==> src/shared/wdtl_pkg.sv <==
`default_nettype none
package wdtl_pkg;

    // Reference clock period and derived reset hold time
    localparam int unsigned CLK_PERIOD_NS   = 4;
    localparam int unsigned POR_TIME_US     = 5000;
    localparam int unsigned POR_CYCLES      = (POR_TIME_US * 1000) / CLK_PERIOD_NS;

    // Write window: 60 processor cycles, counted as crystal clocks
    localparam int unsigned WIN_CPU_CYCLES  = 60;
    localparam logic [6:0]  WIN_XTAL_TICKS  = 7'h7a;

    // Register location in the expanded bank
    localparam logic [3:0]  MODE_BANK       = 4'hf;
    localparam logic [7:0]  MODE_OFFSET     = 8'h0f;
    localparam logic [7:0]  STATUS_OFFSET   = 8'h0e;

    // Mode field positions
    localparam int unsigned TAP_LSB         = 0;
    localparam int unsigned HALT_BIT        = 2;
    localparam int unsigned STOP_BIT        = 3;
    localparam int unsigned CLKSEL_BIT      = 4;

    // Mode reset values
    localparam logic [1:0]  TAP_RST         = 2'h1;
    localparam logic        HALT_RST        = 1'b1;
    localparam logic        STOP_RST        = 1'b1;
    localparam logic        CLKSEL_RST      = 1'b0;

    // Terminal counts minus one, per tap code
    localparam logic [11:0] TERM_M1_256     = 12'h0ff;
    localparam logic [11:0] TERM_M1_512     = 12'h1ff;
    localparam logic [11:0] TERM_M1_1024    = 12'h3ff;
    localparam logic [11:0] TERM_M1_4096    = 12'hfff;

    // Restart address after a stop-mode timeout
    localparam logic [15:0] RESTART_VECTOR  = 16'h000c;
    // Zero, sign, overflow after the refresh instruction
    localparam logic [2:0]  FLAG_ZSV_VALUE  = 3'h4;

    // Mode register image, bit 4 down to bit 0
    typedef struct packed {
        logic       clk_xtal;
        logic       stop_run;
        logic       halt_run;
        logic [1:0] tap;
    } wdtl_mode_t;

    localparam wdtl_mode_t MODE_RST = '{CLKSEL_RST, STOP_RST, HALT_RST, TAP_RST};

    // Register port request
    typedef struct packed {
        logic [3:0] bank;
        logic [7:0] addr;
        logic [7:0] wdata;
        logic       wr;
        logic       rd;
    } wdtl_req_t;

    // Watchdog states, Gray along idle, run, hold
    typedef enum logic [1:0] {
        WDTL_IDLE = 2'b00,
        WDTL_RUN  = 2'b01,
        WDTL_HOLD = 2'b11
    } wdtl_state_t;

endpackage : wdtl_pkg
`default_nettype wire

==> src/design/wdtl_watchdog.sv <==
`timescale 1ns/10ps
`default_nettype none

//Contract
//Retriggerable counter resets processor at terminal count
//Idle until first instruction; later ones restart
//Refresh instruction updates zero, sign, overflow flags
//Mode writes only in 122-clock window after reset
//Mode register is write-only, reads return zero
//Mode register sits at bank F, 0x0f
//Tap code selects 256/512/1024/4096 count
//Tap resets to code 01
//Bit 2 keeps counting in halt, default 1
//Bit 3 keeps counting in stop, default 1
//Software picks RC clock for stop operation
//Bit 4 selects crystal pin, default RC
//Bits 5 to 7 are ignored
//Timeout holds processor reset for 5 ms
//Stop-mode timeout restarts at address 0x000c
//Reset disarms counter, mode returns to defaults; stop_recovery defaults mode, counter stays armed
module wdtl_watchdog
    import wdtl_pkg::*;
#(
    parameter int unsigned POR_HOLD_CYCLES = POR_CYCLES
)(
    input  wire logic        ref_clk,
    input  wire logic        rst,
    input  wire wdtl_req_t   bus_req,
    output logic      [7:0]  rd_data,
    input  wire logic        wdt_instr,
    input  wire logic        first_instr,
    input  wire logic        halt_mode,
    input  wire logic        stop_mode,
    input  wire logic        stop_recovery,
    input  wire logic        crystal_input_pin,
    input  wire logic        rc_osc_pin,
    output logic             proc_reset,
    output logic             stop_exit,
    output logic     [15:0]  restart_addr,
    output logic             flag_we,
    output logic      [2:0]  flag_zsv
);

    // Oscillator synchronisers: bit 1 crystal, bit 0 RC
    logic [1:0]  osc_meta_reg;
    logic [1:0]  osc_sync_reg;
    logic [1:0]  osc_prev_reg;
    // Watchdog state and counters
    wdtl_state_t state_reg;
    wdtl_state_t state_next;
    logic [11:0] count_reg;
    logic [11:0] count_next;
    logic [20:0] hold_cnt_reg;
    logic [20:0] hold_cnt_next;
    // Mode register and write window
    wdtl_mode_t  mode_reg;
    logic        win_wait_reg;
    logic        win_open_reg;
    logic [6:0]  win_cnt_reg;
    // Registered outputs
    logic [7:0]  rd_data_reg;
    logic        stop_exit_reg;
    logic [15:0] restart_addr_reg;
    logic        flag_we_reg;
    logic [2:0]  flag_zsv_reg;

    // Decoded events
    wire logic [1:0]  osc_tick;
    wire logic        xtal_tick;
    wire logic        rc_tick;
    wire logic        cnt_tick;
    wire logic        run_ok;
    wire logic [11:0] term_m1;
    wire logic        at_term;
    wire logic        timeout;
    wire logic        hold_done;
    wire logic        rearm;
    wire logic        in_bank;
    wire logic        hit_mode;
    wire logic        hit_status;
    wire logic        mode_wr;
    wire logic        win_last;
    wire logic [7:0]  status_word;

    // Rising edges of the synchronised oscillator pins
    assign osc_tick  = osc_sync_reg & ~osc_prev_reg;
    assign xtal_tick = osc_tick[1];
    assign rc_tick   = osc_tick[0];

    // Counter clock source; crystal edges cease in stop mode
    assign cnt_tick = mode_reg.clk_xtal ? xtal_tick : rc_tick;

    // Suspend in halt or stop unless the mode bit keeps it running
    assign run_ok = ~(halt_mode & ~mode_reg.halt_run)
                  & ~(stop_mode & ~mode_reg.stop_run);

    // Terminal count per tap code
    assign term_m1 = (mode_reg.tap == 2'h0) ? TERM_M1_256
                   : (mode_reg.tap == 2'h1) ? TERM_M1_512
                   : (mode_reg.tap == 2'h2) ? TERM_M1_1024
                   : TERM_M1_4096;

    // Refresh in the same cycle beats the terminal count
    assign at_term   = (count_reg == term_m1);
    assign timeout   = (state_reg == WDTL_RUN) & cnt_tick & run_ok
                     & at_term & ~wdt_instr;
    assign hold_done = (hold_cnt_reg == 21'(POR_HOLD_CYCLES - 1));

    // Any reset apart from the asynchronous one re-arms the window to wait for the first instruction
    assign rearm = ((state_reg == WDTL_HOLD) & hold_done) | stop_recovery;

    // Register decode
    assign in_bank    = (bus_req.bank == MODE_BANK);
    assign hit_mode   = in_bank & (bus_req.addr == MODE_OFFSET);
    assign hit_status = in_bank & (bus_req.addr == STATUS_OFFSET);
    assign mode_wr    = bus_req.wr & hit_mode & win_open_reg;
    assign win_last   = xtal_tick & (win_cnt_reg == WIN_XTAL_TICKS - 7'h01);

    // Status word: observable block state, read only
    assign status_word = {3'h0, mode_reg.clk_xtal,
                          proc_reset, win_wait_reg,
                          win_open_reg, (state_reg != WDTL_IDLE)};

    // Two flip-flops before any logic sees the oscillator pins
    always_ff @(posedge ref_clk or posedge rst)
    begin
        if (rst)
        begin
            osc_meta_reg <= 2'h0;
            osc_sync_reg <= 2'h0;
            osc_prev_reg <= 2'h0;
        end
        else
        begin
            osc_meta_reg <= {crystal_input_pin, rc_osc_pin};
            osc_sync_reg <= osc_meta_reg;
            osc_prev_reg <= osc_sync_reg;
        end
    end

    // Next state of the watchdog counter
    always_comb
    begin
        state_next    = state_reg;
        count_next    = count_reg;
        hold_cnt_next = hold_cnt_reg;
        case (state_reg)
            WDTL_IDLE:
            begin
                // Disarmed until the first refresh instruction
                if (wdt_instr)
                begin
                    state_next = WDTL_RUN;
                    count_next = 12'h000;
                end
            end
            WDTL_RUN:
            begin
                if (wdt_instr)
                begin
                    count_next = 12'h000;
                end
                else if (timeout)
                begin
                    // Start the reset one-shot
                    state_next    = WDTL_HOLD;
                    count_next    = 12'h000;
                    hold_cnt_next = 21'h000000;
                end
                else if (cnt_tick & run_ok)
                begin
                    count_next = count_reg + 12'h001;
                end
            end
            WDTL_HOLD:
            begin
                // Refresh is meaningless while the processor is held
                if (hold_done)
                begin
                    state_next = WDTL_IDLE;
                end
                else
                begin
                    hold_cnt_next = hold_cnt_reg + 21'h000001;
                end
            end
            default:
            begin
                state_next = WDTL_IDLE;
            end
        endcase
    end

    // Watchdog state registers
    always_ff @(posedge ref_clk or posedge rst)
    begin
        if (rst)
        begin
            state_reg    <= WDTL_IDLE;
            count_reg    <= 12'h000;
            hold_cnt_reg <= 21'h000000;
        end
        else
        begin
            state_reg    <= state_next;
            count_reg    <= count_next;
            hold_cnt_reg <= hold_cnt_next;
        end
    end

    // Mode register: locked outside the window, defaults on any reset
    always_ff @(posedge ref_clk or posedge rst)
    begin
        if (rst)
        begin
            mode_reg <= MODE_RST;
        end
        else if (rearm)
        begin
            mode_reg <= MODE_RST;
        end
        else if (mode_wr)
        begin
            // Upper data bits are dropped, only five bits stored
            mode_reg <= wdtl_mode_t'(bus_req.wdata[4:0]);
        end
    end

    // Write window: opens at first instruction, shuts after 122 clocks
    always_ff @(posedge ref_clk or posedge rst)
    begin
        if (rst)
        begin
            win_wait_reg <= 1'b1;
            win_open_reg <= 1'b0;
            win_cnt_reg  <= 7'h00;
        end
        else if (rearm)
        begin
            win_wait_reg <= 1'b1;
            win_open_reg <= 1'b0;
            win_cnt_reg  <= 7'h00;
        end
        else if (win_wait_reg & first_instr)
        begin
            win_wait_reg <= 1'b0;
            win_open_reg <= 1'b1;
            win_cnt_reg  <= 7'h00;
        end
        else if (win_open_reg & xtal_tick)
        begin
            // Once shut it stays shut until the next reset
            win_open_reg <= ~win_last;
            win_cnt_reg  <= win_cnt_reg + 7'h01;
        end
    end

    // Read data: one cycle after the strobe, zero otherwise
    always_ff @(posedge ref_clk or posedge rst)
    begin
        if (rst)
        begin
            rd_data_reg <= 8'h00;
        end
        else if (bus_req.rd & hit_status)
        begin
            rd_data_reg <= status_word;
        end
        else
        begin
            // Mode location and unmapped addresses read zero
            rd_data_reg <= 8'h00;
        end
    end

    // Stop exit pulse and restart address
    always_ff @(posedge ref_clk or posedge rst)
    begin
        if (rst)
        begin
            stop_exit_reg    <= 1'b0;
            restart_addr_reg <= 16'h0000;
        end
        else
        begin
            stop_exit_reg <= timeout & stop_mode;
            if (timeout & stop_mode)
            begin
                restart_addr_reg <= RESTART_VECTOR;
            end
        end
    end

    // Condition flags written by each refresh instruction
    always_ff @(posedge ref_clk or posedge rst)
    begin
        if (rst)
        begin
            flag_we_reg  <= 1'b0;
            flag_zsv_reg <= 3'h0;
        end
        else
        begin
            flag_we_reg <= wdt_instr;
            if (wdt_instr)
            begin
                flag_zsv_reg <= FLAG_ZSV_VALUE;
            end
        end
    end

    // Outputs
    assign rd_data      = rd_data_reg;
    assign proc_reset   = (state_reg == WDTL_HOLD);
    assign stop_exit    = stop_exit_reg;
    assign restart_addr = restart_addr_reg;
    assign flag_we      = flag_we_reg;
    assign flag_zsv     = flag_zsv_reg;
endmodule : wdtl_watchdog
`default_nettype wire

==> config.mk <==
export PLATFORM = sky130hd
export DESIGN_NAME = wdtl_watchdog
export DESIGN_NICKNAME = d
export VERILOG_FILES = /design/src/shared/wdtl_pkg.sv /design/src/design/wdtl_watchdog.sv
export SDC_FILE = /design/constraint.sdc
export NUM_CORES = 1
export LEC_CHECK = 0
export ABC_AREA = 1
export BUFFER_PORTS_ARGS = -buffer_cell sky130_fd_sc_hd__buf_2
export CAP_MARGIN = 0
export CORE_MARGIN = 10
export CORE_UTILIZATION = 29
export CTS_CLUSTER_DIAMETER = 80
export DETAILED_ROUTE_END_ITERATION = 10
export GPL_TIMING_DRIVEN = 0
export SKIP_CTS_REPAIR_TIMING = 1
export SLEW_MARGIN = 15
export SYNTH_ARGS = -nofsm -noshare
export SYNTH_HDL_FRONTEND = slang
export SYNTH_SLANG_ARGS = --single-unit
==> constraint.sdc <==
create_clock -name ref_clk -period 2.36 [get_ports ref_clk]
set_input_delay 0.354 -clock ref_clk [delete_from_list [all_inputs] [get_ports ref_clk]]
set_output_delay 0.354 -clock ref_clk [all_outputs]
set_load 0.005 [all_outputs]
==> results of run 1 <==
cell usage in the layout, fill, tap and decap left out, types with 2 or more instances in the layout:
| cell type | instances |
|---|---|
| nand2_1 | 122 |
| clkbuf_1 | 4 |
| dfrtp_1 | 60 |
| o21ai_2 | 8 |
| buf_2 | 38 |
| nand3_2 | 2 |
| nor2_4 | 2 |
| xnor2_1 | 3 |
| nand3_1 | 54 |
| nor2_1 | 66 |
| xor2_1 | 10 |
| clkbuf_16 | 9 |
| a21oi_1 | 2 |
| inv_1 | 62 |
| nor2_2 | 4 |
| or2_2 | 5 |
| conb_1 | 19 |
| nand4_1 | 14 |
| o21ai_1 | 6 |
| nand2_2 | 2 |
| buf_4 | 22 |
| inv_2 | 3 |
| clkbuf_8 | 3 |
| o21ai_0 | 12 |
| nor3_1 | 9 |
| ha_1 | 4 |
| dfstp_2 | 4 |
| buf_6 | 3 |
routing by layer:
metal | global-route usage [%] | routed length, µm | up-vias | share of wire, %
met1 | 12.3 | 4000 | 1517 | 45
met3 | 3.67 | 550 | 7 | 6.2
met5 | 0 | 0 | - | 0
li1 | - | - | 1653 | -
met2 | 16.6 | 4230 | 79 | 48
met4 | 3.55 | 87 | 0 | 0.98
how the worst min path moves through the flow:
stage | to | cells after the start | from | slack, ps
after floorplan | osc_sync_reg[0] | 0 | osc_meta_reg[0] | 330
after detailed placement | osc_sync_reg[1] | 2 | rst | 290
after CTS | osc_sync_reg[1] | 2 | rst | -60
after global routing | osc_meta_reg[0] | 1 | rc_osc_pin | 120
after global placement | osc_sync_reg[1] | 0 | osc_meta_reg[1] | 340
final | osc_meta_reg[0] | 1 | rc_osc_pin | 130
cell type report:
type	instances	area (µm²)	share of cell area, %
Buffer	27	206	4.56
Clock buffer	14	274	6.05
Clock inverter	2	37.5	0.829
Inverter	67	254	5.61
Tap cell	172	215	4.75
Sequential cell	64	1610	35.5
Timing Repair Buffer	40	228	5.03
Multi-Input combinational cell	353	1710	37.7
metrics by stage:
step | std cells | utilization [%]
3_5_place_dp | 722 | 33.5
4_1_cts | 738 | 36.0
3_3_place_gp | 721 | 33.2
2_1_floorplan | 511 | -
6_report | 739 | 36.0
5_1_grt | 739 | 36.0
critical path, delay by kind of cell, from the launching register on:
| family | cells | cell delay (ps) |
|---|---|---|
| buffers and inverters | 3 | 880 |
| DFF | 1 | 420 |
| and+or+nand+nor | 1 | 90 |
kinds of logic (layout without fill, tap and decap cells):
| kind of cell | Yosys count | in the layout | share of synthesized area (%) |
|---|---|---|---|
| AO/OA/AOI/OAI | 33 | 33 | 5.84 |
| XOR/XNOR | 13 | 13 | 3.07 |
| adder cells (fa/ha/maj) | 4 | 4 | 1.35 |
| buffers and inverters | 94 | 150 | 12.4 |
| flip-flops | 64 | 64 | 43.4 |
| other | 1 | 19 | 0.101 |
| AND/OR/NAND/NOR | 284 | 284 | 33.9 |
power by group:
part / leakage (nW) / switching [mW] / internal [mW]
sequential: 0.759 / 0.00458 / 1.11
clock: 0.149 / 0.465 / 0.904
combinational: 1.39 / 0.0603 / 0.0487
total: 2.30 / 0.530 / 2.06
==> flow_summary.ini, run 1 <==
[timing]
max_clock_freq_mhz = 485
max_slew_margin_pct = 64.6
setup-tns-final_ps = 0
rsz0062_at_grt = no
finalCriticalPeriod_ps = 2060
setup_violations = 0
min_period_over_period_pct = 87.4
worst_slack_ps = 298
hold_slack_ps = 135
fin_skew_ps = 11.9
hold_viol_final = 0
worst_pin_slew_ps = 531
maxSlewViolCount = 0

[setup_path]
cpPeakStageDelay_ps = 460
r2r_cells = 11
cp.arrival_ps = 1710
rrSetupSlack_ps = 470
crit_end = proc_reset
worstReg2RegStart = hold_cnt_reg[0]
crit_path_start_kind = flip-flop
cp_cell_sequence = nand2_1 -> inv_1 -> clkbuf_1 -> buf_2
cp_slowest_cell = clkbuf_1
required_ps = 2010
cp_max_fo = 10
reg2reg_to = hold_cnt_reg[1]
crit_start = state_reg[1]
critPathKind = reg2out
end_kind = primary output

[worst_hold_path]
worstHoldPathType = in2reg

[drt]
postRouteAntennaNets = 0
drtIter0Drc = 224
postRouteWirelength_um = 8860
vias = 3256
via_per_inst = 4.41
dr.pass1.iters = 5
route.detailed.drc = 0
avgRoutedWirePerCell_um = 12.0

[power_and_ir_drop]
p_per_area_mw_per_mm2 = 572
power.leakage_nw = 2.30
total_power_mw = 2.59
ir_drop_v = 0.000301

[yosys]
ys_seq_elements = 64
syn_inst = 493
synth_async_sr_flop_share_pct = 100
synth_top_area_share_pct = 40.5
netlist_area_mm2 = 0.00370
ys_types = 35
yosysWarningCount = 0
synth_area_leaders = dfrtp_1 41%, nand2_1 12%, nand3_1 7.3%, nor2_1 6.7%, inv_1 6.4%
synth_edf_count = 0
yosysMostFrequentCell = nand2_1
synthTopCellsByCount = 122 x nand2_1, 66 x nor2_1, 63 x inv_1
ys_seq_area_share_pct = 43.4
avgSynthCellArea_um2 = 7.51
ys.flop_type = dfrtp_1
synth_area_leader_cell = dfrtp_1

[final_layout]
largest_reg_flops = 21
finalInstanceArea_mm2 = 0.00453
fin_nets = 597
synthToLayoutAreaGrowth_pct = 22.3
nFillCells = 1333
antenna_cells = 0
drive_above_1_share_pct = 19.8

[clock_network]
htree_num_levels = 3
clk_pin_slew_worst_paths_ps = 50
cts_tree = yes
cts_root_buf = clkbuf_16
clock_sinks = 64
clkLatencyLatePin_ps = 330
cts_buffer_depth = 2
cts_made_buffers = 9

[global_routing]
grt_usage_pct = 10.3
grt_pass1_vias = 3079
grt-ovfl-total = 0
grt_max_degree = 53
grt_first_pass_wirelength_um = 15000
antenna_found_initial = 0

[place]
place_congestion = 0.905
postPlaceCellArea_mm2 = 0.00421
place_ws_ps = 485
hpwl_um = 6870
io_buffers = 38

[die]
die_h_um = 133
dieArea_mm2 = 0.0177
start_util_pct = 29.5
die_w_um = 133
boundaryPins = 61
core_mm2 = 0.0126
placementRows = 41

[job]
cap_viol_max_count = 0

[status]
status = finished clean
Note: power is estimated with default switching activity, not from simulation.
==> run 2: changes to the inputs <==
- ABC_AREA: 1 -> default
- CAP_MARGIN: 0 -> 20
- clock period: 2.36 -> 1.7 ns (I/O delays scaled with it)
==> flow_summary.ini, run 2 <==
[status]
status = finished with violations
violations = negative setup slack

[die]
placementRows = 38
core_mm2 = 0.0109
start_util_pct = 29.8
boundaryPins = 61
die_w_um = 126
die_h_um = 126
dieArea_mm2 = 0.0159

[power_and_ir_drop]
p_per_area_mw_per_mm2 = 784
ir_drop_v = 0.000576
power.leakage_nw = 1.96
total_power_mw = 3.53

[yosys]
netlist_area_mm2 = 0.00325
syn_inst = 327
ys.flop_type = dfrtp_1
synthAdderAreaFrac_pct = 1.54
synthTopCellsByCount = 60 x dfrtp_1, 33 x nor2_1, 28 x nand2_1
avgSynthCellArea_um2 = 9.95
synth_edf_count = 0
ys_seq_elements = 64
synth-xor-area-share_pct = 6.19
yosysWarningCount = 0
ys_seq_area_share_pct = 49.4
synth_compound_area_share_pct = 9.15
synth_top_family_by_area = simple AND/OR/NAND/NOR gates
yosysMostFrequentCell = dfrtp_1
ys_types = 51
yosys.area_share.simple_pct = 24.7
synth_top_area_share_pct = 46.1
synth_async_sr_flop_share_pct = 100
synth_area_leader_cell = dfrtp_1
muxShareOfSynthArea_pct = 2.46
synth_area_leaders = dfrtp_1 46%, buf_4 4.6%, nor2_1 3.8%, xor2_1 3.5%, nand3_1 3.4%

[place]
hpwl_um = 5490
io_buffers = 38
post-place-cells = 524
place_congestion = 0.800

[final_layout]
instances_no_fill = 561
fin_nets = 451
synthToLayoutAreaGrowth_pct = 38.4
largest_reg_flops = 21
layout_commonest_cell = dfrtp_1
antenna_cells = 0
mostFrequentLayoutCells = 53 x dfrtp_1, 39 x buf_4, 39 x buf_2
drive_above_1_share_pct = 37.5

[setup_path]
crit_end = win_cnt_reg[1]
crit_start = hold_cnt_reg[1]
end_kind = flip-flop
crit_path_start_kind = flip-flop
r2r_cells = 6
rrSetupSlack_ps = -220
cp_max_fo = 8
cp.arrival_ps = 2120
critPathKind = reg2reg
worstReg2RegStart = hold_cnt_reg[1]
required_ps = 1900
reg2reg_to = win_cnt_reg[1]

[drt]
drtIter0Drc = 210
avgRoutedWirePerCell_um = 14.3
postRouteWirelength_um = 8050
via_per_inst = 4.78
route.detailed.drc = 0
dr.pass1.iters = 4
vias = 2684
postRouteAntennaNets = 0

[clock_network]
clkLatencyLatePin_ps = 330
cts_buffer_depth = 2
cts_root_buf = clkbuf_16
clock_sinks = 64
clk_pin_slew_worst_paths_ps = 50
cts_tree = yes
cts_made_buffers = 9
htree_num_levels = 3

[timing]
hold_viol_final = 0
finalCriticalPeriod_ps = 1920
worst_slack_ps = -217
worst_pin_slew_ps = 693
maxSlewViolCount = 0
fin_skew_ps = 5.52
rsz0062_at_grt = yes
min_period_over_period_pct = 113
setup_violations = 28
max_slew_margin_pct = 53.7
max_clock_freq_mhz = 522

[global_routing]
grt_first_pass_wirelength_um = 12500
grt_pass1_vias = 2515
grt_max_degree = 36
grt_usage_pct = 9.57
antenna_found_initial = 0
grt-ovfl-total = 0

[worst_hold_path]
worstHoldPathType = in2async

[job]
cap_viol_max_count = 0
-- run 2: cell types whose count changed in the layout (fill, tap and decap cells not counted), sizes merged, moves of 12 or more --
cell	delta
nand2	-95
inv	-59
nor2	-39
nand3	-34
buf	+20
o21ai	-12
-- run 2: how the worst min path moves through the flow --
stage / from / endpoint / slack [ps] / cells after the start
after floorplan: wdt_instr / flag_we / 290 / 0
after global placement: osc_meta_reg[1] / osc_sync_reg[1] / 340 / 0
after detailed placement: osc_meta_reg[0] / osc_sync_reg[0] / 340 / 0
after CTS: crystal_input_pin / osc_meta_reg[1] / 20 / 1
after global routing: crystal_input_pin / osc_meta_reg[1] / 8 / 1
final: rst / hold_cnt_reg[0] / 30 / 2
-- run 2: logic make-up (layout without fill, tap and decap cells) --
logic type	count (synthesis)	count (layout)
and+or+nand+nor	150	151
DFF	64	64
AOI/OAI and AO/OA	42	42
buffers and inverters	35	110
xor gates and xnor gates	23	23
muxes	8	8
adders and majority gates	4	4
other	1	19
-- run 2: metal layers --
metal  track usage (%)  vias up  routed length (µm)
met2              14.9       59                3960
li1                  -     1301                   -
met3              4.61       10                 458
met4              2.81        0                 123
met5                 0        -                   0
met1              11.4     1314                3510
-- run 2: cell type report --
type,count,area (µm²)
clock inverters,3,40.0
well taps,140,175
clock buffers,13,260
fillers,1075,6430
multi-input cells,247,1810
repair buffers,61,380
inverters,8,33.8
flip-flops and latches,64,1620
plain buffers,25,195
-- run 2: through the flow --
stage / hold WS [ps] / utilization [%] / setup WS [ps] / cell area [µm²] / setup TNS [ps]
final: 28.9 / 41.2 / -217 / 4510 / -3340
after global routing: 8.17 / 41.2 / -288 / 4510 / -6160
after CTS: 15.8 / 36.9 / -390 / 4040 / -12660
after detailed placement: 342 / 34.2 / -369 / 3740 / -12110
after global placement: 338 / 34.0 / -354 / 3720 / -11400
after floorplan: 286 / - / -82.6 / 3350 / -912
-- run 2: critical path: stages (launching register included) --
cell and delay [ps]:
dfrtp_1 410, ha_4 200, nand3_4 80, or4_4 580, o31a_4 370, nand2_8 110, a211oi_2 40
-- run 2: power breakdown --
part | switching (mW) | total, mW | internal [mW]
Clock | 0.623 | 1.83 | 1.21
Combinational | 0.0805 | 0.152 | 0.0718
Sequential | 0.00852 | 1.55 | 1.54
Total | 0.712 | 3.53 | 2.82
==> run 3: changes to the inputs <==
- CELL_PAD_IN_SITES_DETAIL_PLACEMENT: default -> 2
- CELL_PAD_IN_SITES_GLOBAL_PLACEMENT: default -> 2
- PLACE_DENSITY_LB_ADDON: default -> 0.1
==> flow_summary.ini, run 3 (synthesis results as in run 2) <==
[setup_path]
path_buf_inv = 0
required_ps = 1920
cp_slowest_cell = or4_4
cp_cell_sequence = ha_4 -> nand3_2 -> or4_4 -> o31a_4 -> nor2b_2
crit_start = hold_cnt_reg[1]
rrSetupSlack_ps = -230
cp.arrival_ps = 2150
crit_family = simple AND/OR/NAND/NOR gates
crit_path_start_kind = flip-flop
r2r_cells = 5
cp_max_fo = 8
critPathKind = reg2reg
cpPeakStageDelay_ps = 580
path_depth = 5
end_kind = flip-flop
worstReg2RegStart = hold_cnt_reg[1]
reg2reg_to = mode_reg[4]

[global_routing]
grt_usage_pct = 12.3
grt_pass1_vias = 2976
grt-ovfl-total = 0
grt_max_degree = 33
grt_first_pass_wirelength_um = 15700
antenna_found_initial = 0

[timing]
maxSlewViolCount = 0
finalCriticalPeriod_ps = 1930
worst_slack_ps = -227
fin_skew_ps = 5.68
max_clock_freq_mhz = 519
setup_violations = 41
min_period_over_period_pct = 113
worst_pin_slew_ps = 521
hold_viol_final = 0
rsz0062_at_grt = yes
max_slew_margin_pct = 65.1

[status]
violations = negative setup slack
status = finished with violations

[worst_hold_path]
holdPathStages = 1
worstHoldPathType = in2reg
min_to = osc_meta_reg[1]
min-delay-start = crystal_input_pin

[final_layout]
utilization_pct = 42.6
largest_reg_flops = 21
nFillCells = 1183
antenna_cells = 0
fin_nets = 458
mostFrequentLayoutCells = 53 x dfrtp_1, 40 x buf_4, 38 x buf_2
layout_commonest_cell = dfrtp_1
synthToLayoutAreaGrowth_pct = 43.3
drive_above_1_share_pct = 42.1

[drt]
dr.pass1.iters = 4
vias = 2828
postRouteWirelength_um = 10100
avgRoutedWirePerCell_um = 17.8
via_per_inst = 4.98
route.detailed.drc = 0
postRouteAntennaNets = 0
drtIter0Drc = 120

[job]
cap_viol_max_count = 0

[clock_network]
clock_sinks = 64
cts_buffer_depth = 2
cts_made_buffers = 9
clkLatencyLatePin_ps = 340
cts_tree = yes
cts_root_buf = clkbuf_16
clk_pin_slew_worst_paths_ps = 50
htree_num_levels = 3

[power_and_ir_drop]
p_per_area_mw_per_mm2 = 741
ir_drop_v = 0.000584
total_power_mw = 3.46
power.leakage_nw = 1.99

[die]
core_mm2 = 0.0109
die_w_um = 126
die_h_um = 126
placementRows = 38
start_util_pct = 29.8
dieArea_mm2 = 0.0159
boundaryPins = 61

[place]
io_buffers = 38
place_congestion = 0.728
hpwl_um = 7010
run 3: cell types whose count changed in the layout (fill, tap and decap cells not counted), sizes merged:
cell	previous run	this run
bufinv	1	0
dlygate4sd3	0	1
clkbuf	15	20
clkinv	2	0
buf	84	88
run 3: worst max path at each step:
stage / endpoint / slack [ps]
2_1_floorplan: win_cnt_reg[1] / -80
3_3_place_gp: count_reg[9] / -420
3_5_place_dp: count_reg[9] / -490
4_1_cts: count_reg[9] / -490
5_1_grt: hold_cnt_reg[1] / -290
6_report: mode_reg[4] / -230
run 3: routing by layer:
| layer | share of wire [%] | vias to the layer above | GRT usage (%) |
|---|---|---|---|
| met5 | 0 | - | 0 |
| met1 | 40 | 1460 | 13.4 |
| met2 | 54 | 41 | 20.9 |
| li1 | - | 1315 | - |
| met3 | 5.5 | 12 | 5.41 |
| met4 | 1.2 | 0 | 3.62 |
run 3: final cells by class:
cell class,count,area (µm²),area share (%)
Clock buffer,16,282,6.04
Tap cell,140,175,3.76
Sequential cell,64,1620,34.6
Multi-Input combinational cell,247,1850,39.7
Inverter,8,36.3,0.778
Buffer,26,206,4.43
Timing Repair Buffer,67,497,10.7
run 3: stage by stage:
step / hold WS [ps] / std cells / TNS, ps / cell area, µm² / setup WS [ps]
floorplan: 286 / 345 / -912 / 3350 / -82.6
global placement: 338 / 523 / -13580 / 3720 / -422
detailed placement: 269 / 525 / -15810 / 3770 / -487
CTS: -93.6 / 541 / -16390 / 4050 / -494
global route: 5.65 / 568 / -8910 / 4660 / -286
finish: 21.6 / 568 / -4960 / 4660 / -227
run 3: worst register-to-register path: cells and delay by family (launching register included):
| kind | cells | cell delay (ps) |
|---|---|---|
| adders and majority gates | 1 | 190 |
| and+or+nand+nor | 3 | 840 |
| AOI/OAI and AO/OA | 1 | 370 |
| DFF | 1 | 410 |
run 3: report_power, final:
group | switching, mW | total (mW) | internal [mW]
Sequential | 0.00888 | 1.55 | 1.54
Combinational | 0.0862 | 0.167 | 0.0804
Clock | 0.632 | 1.74 | 1.11
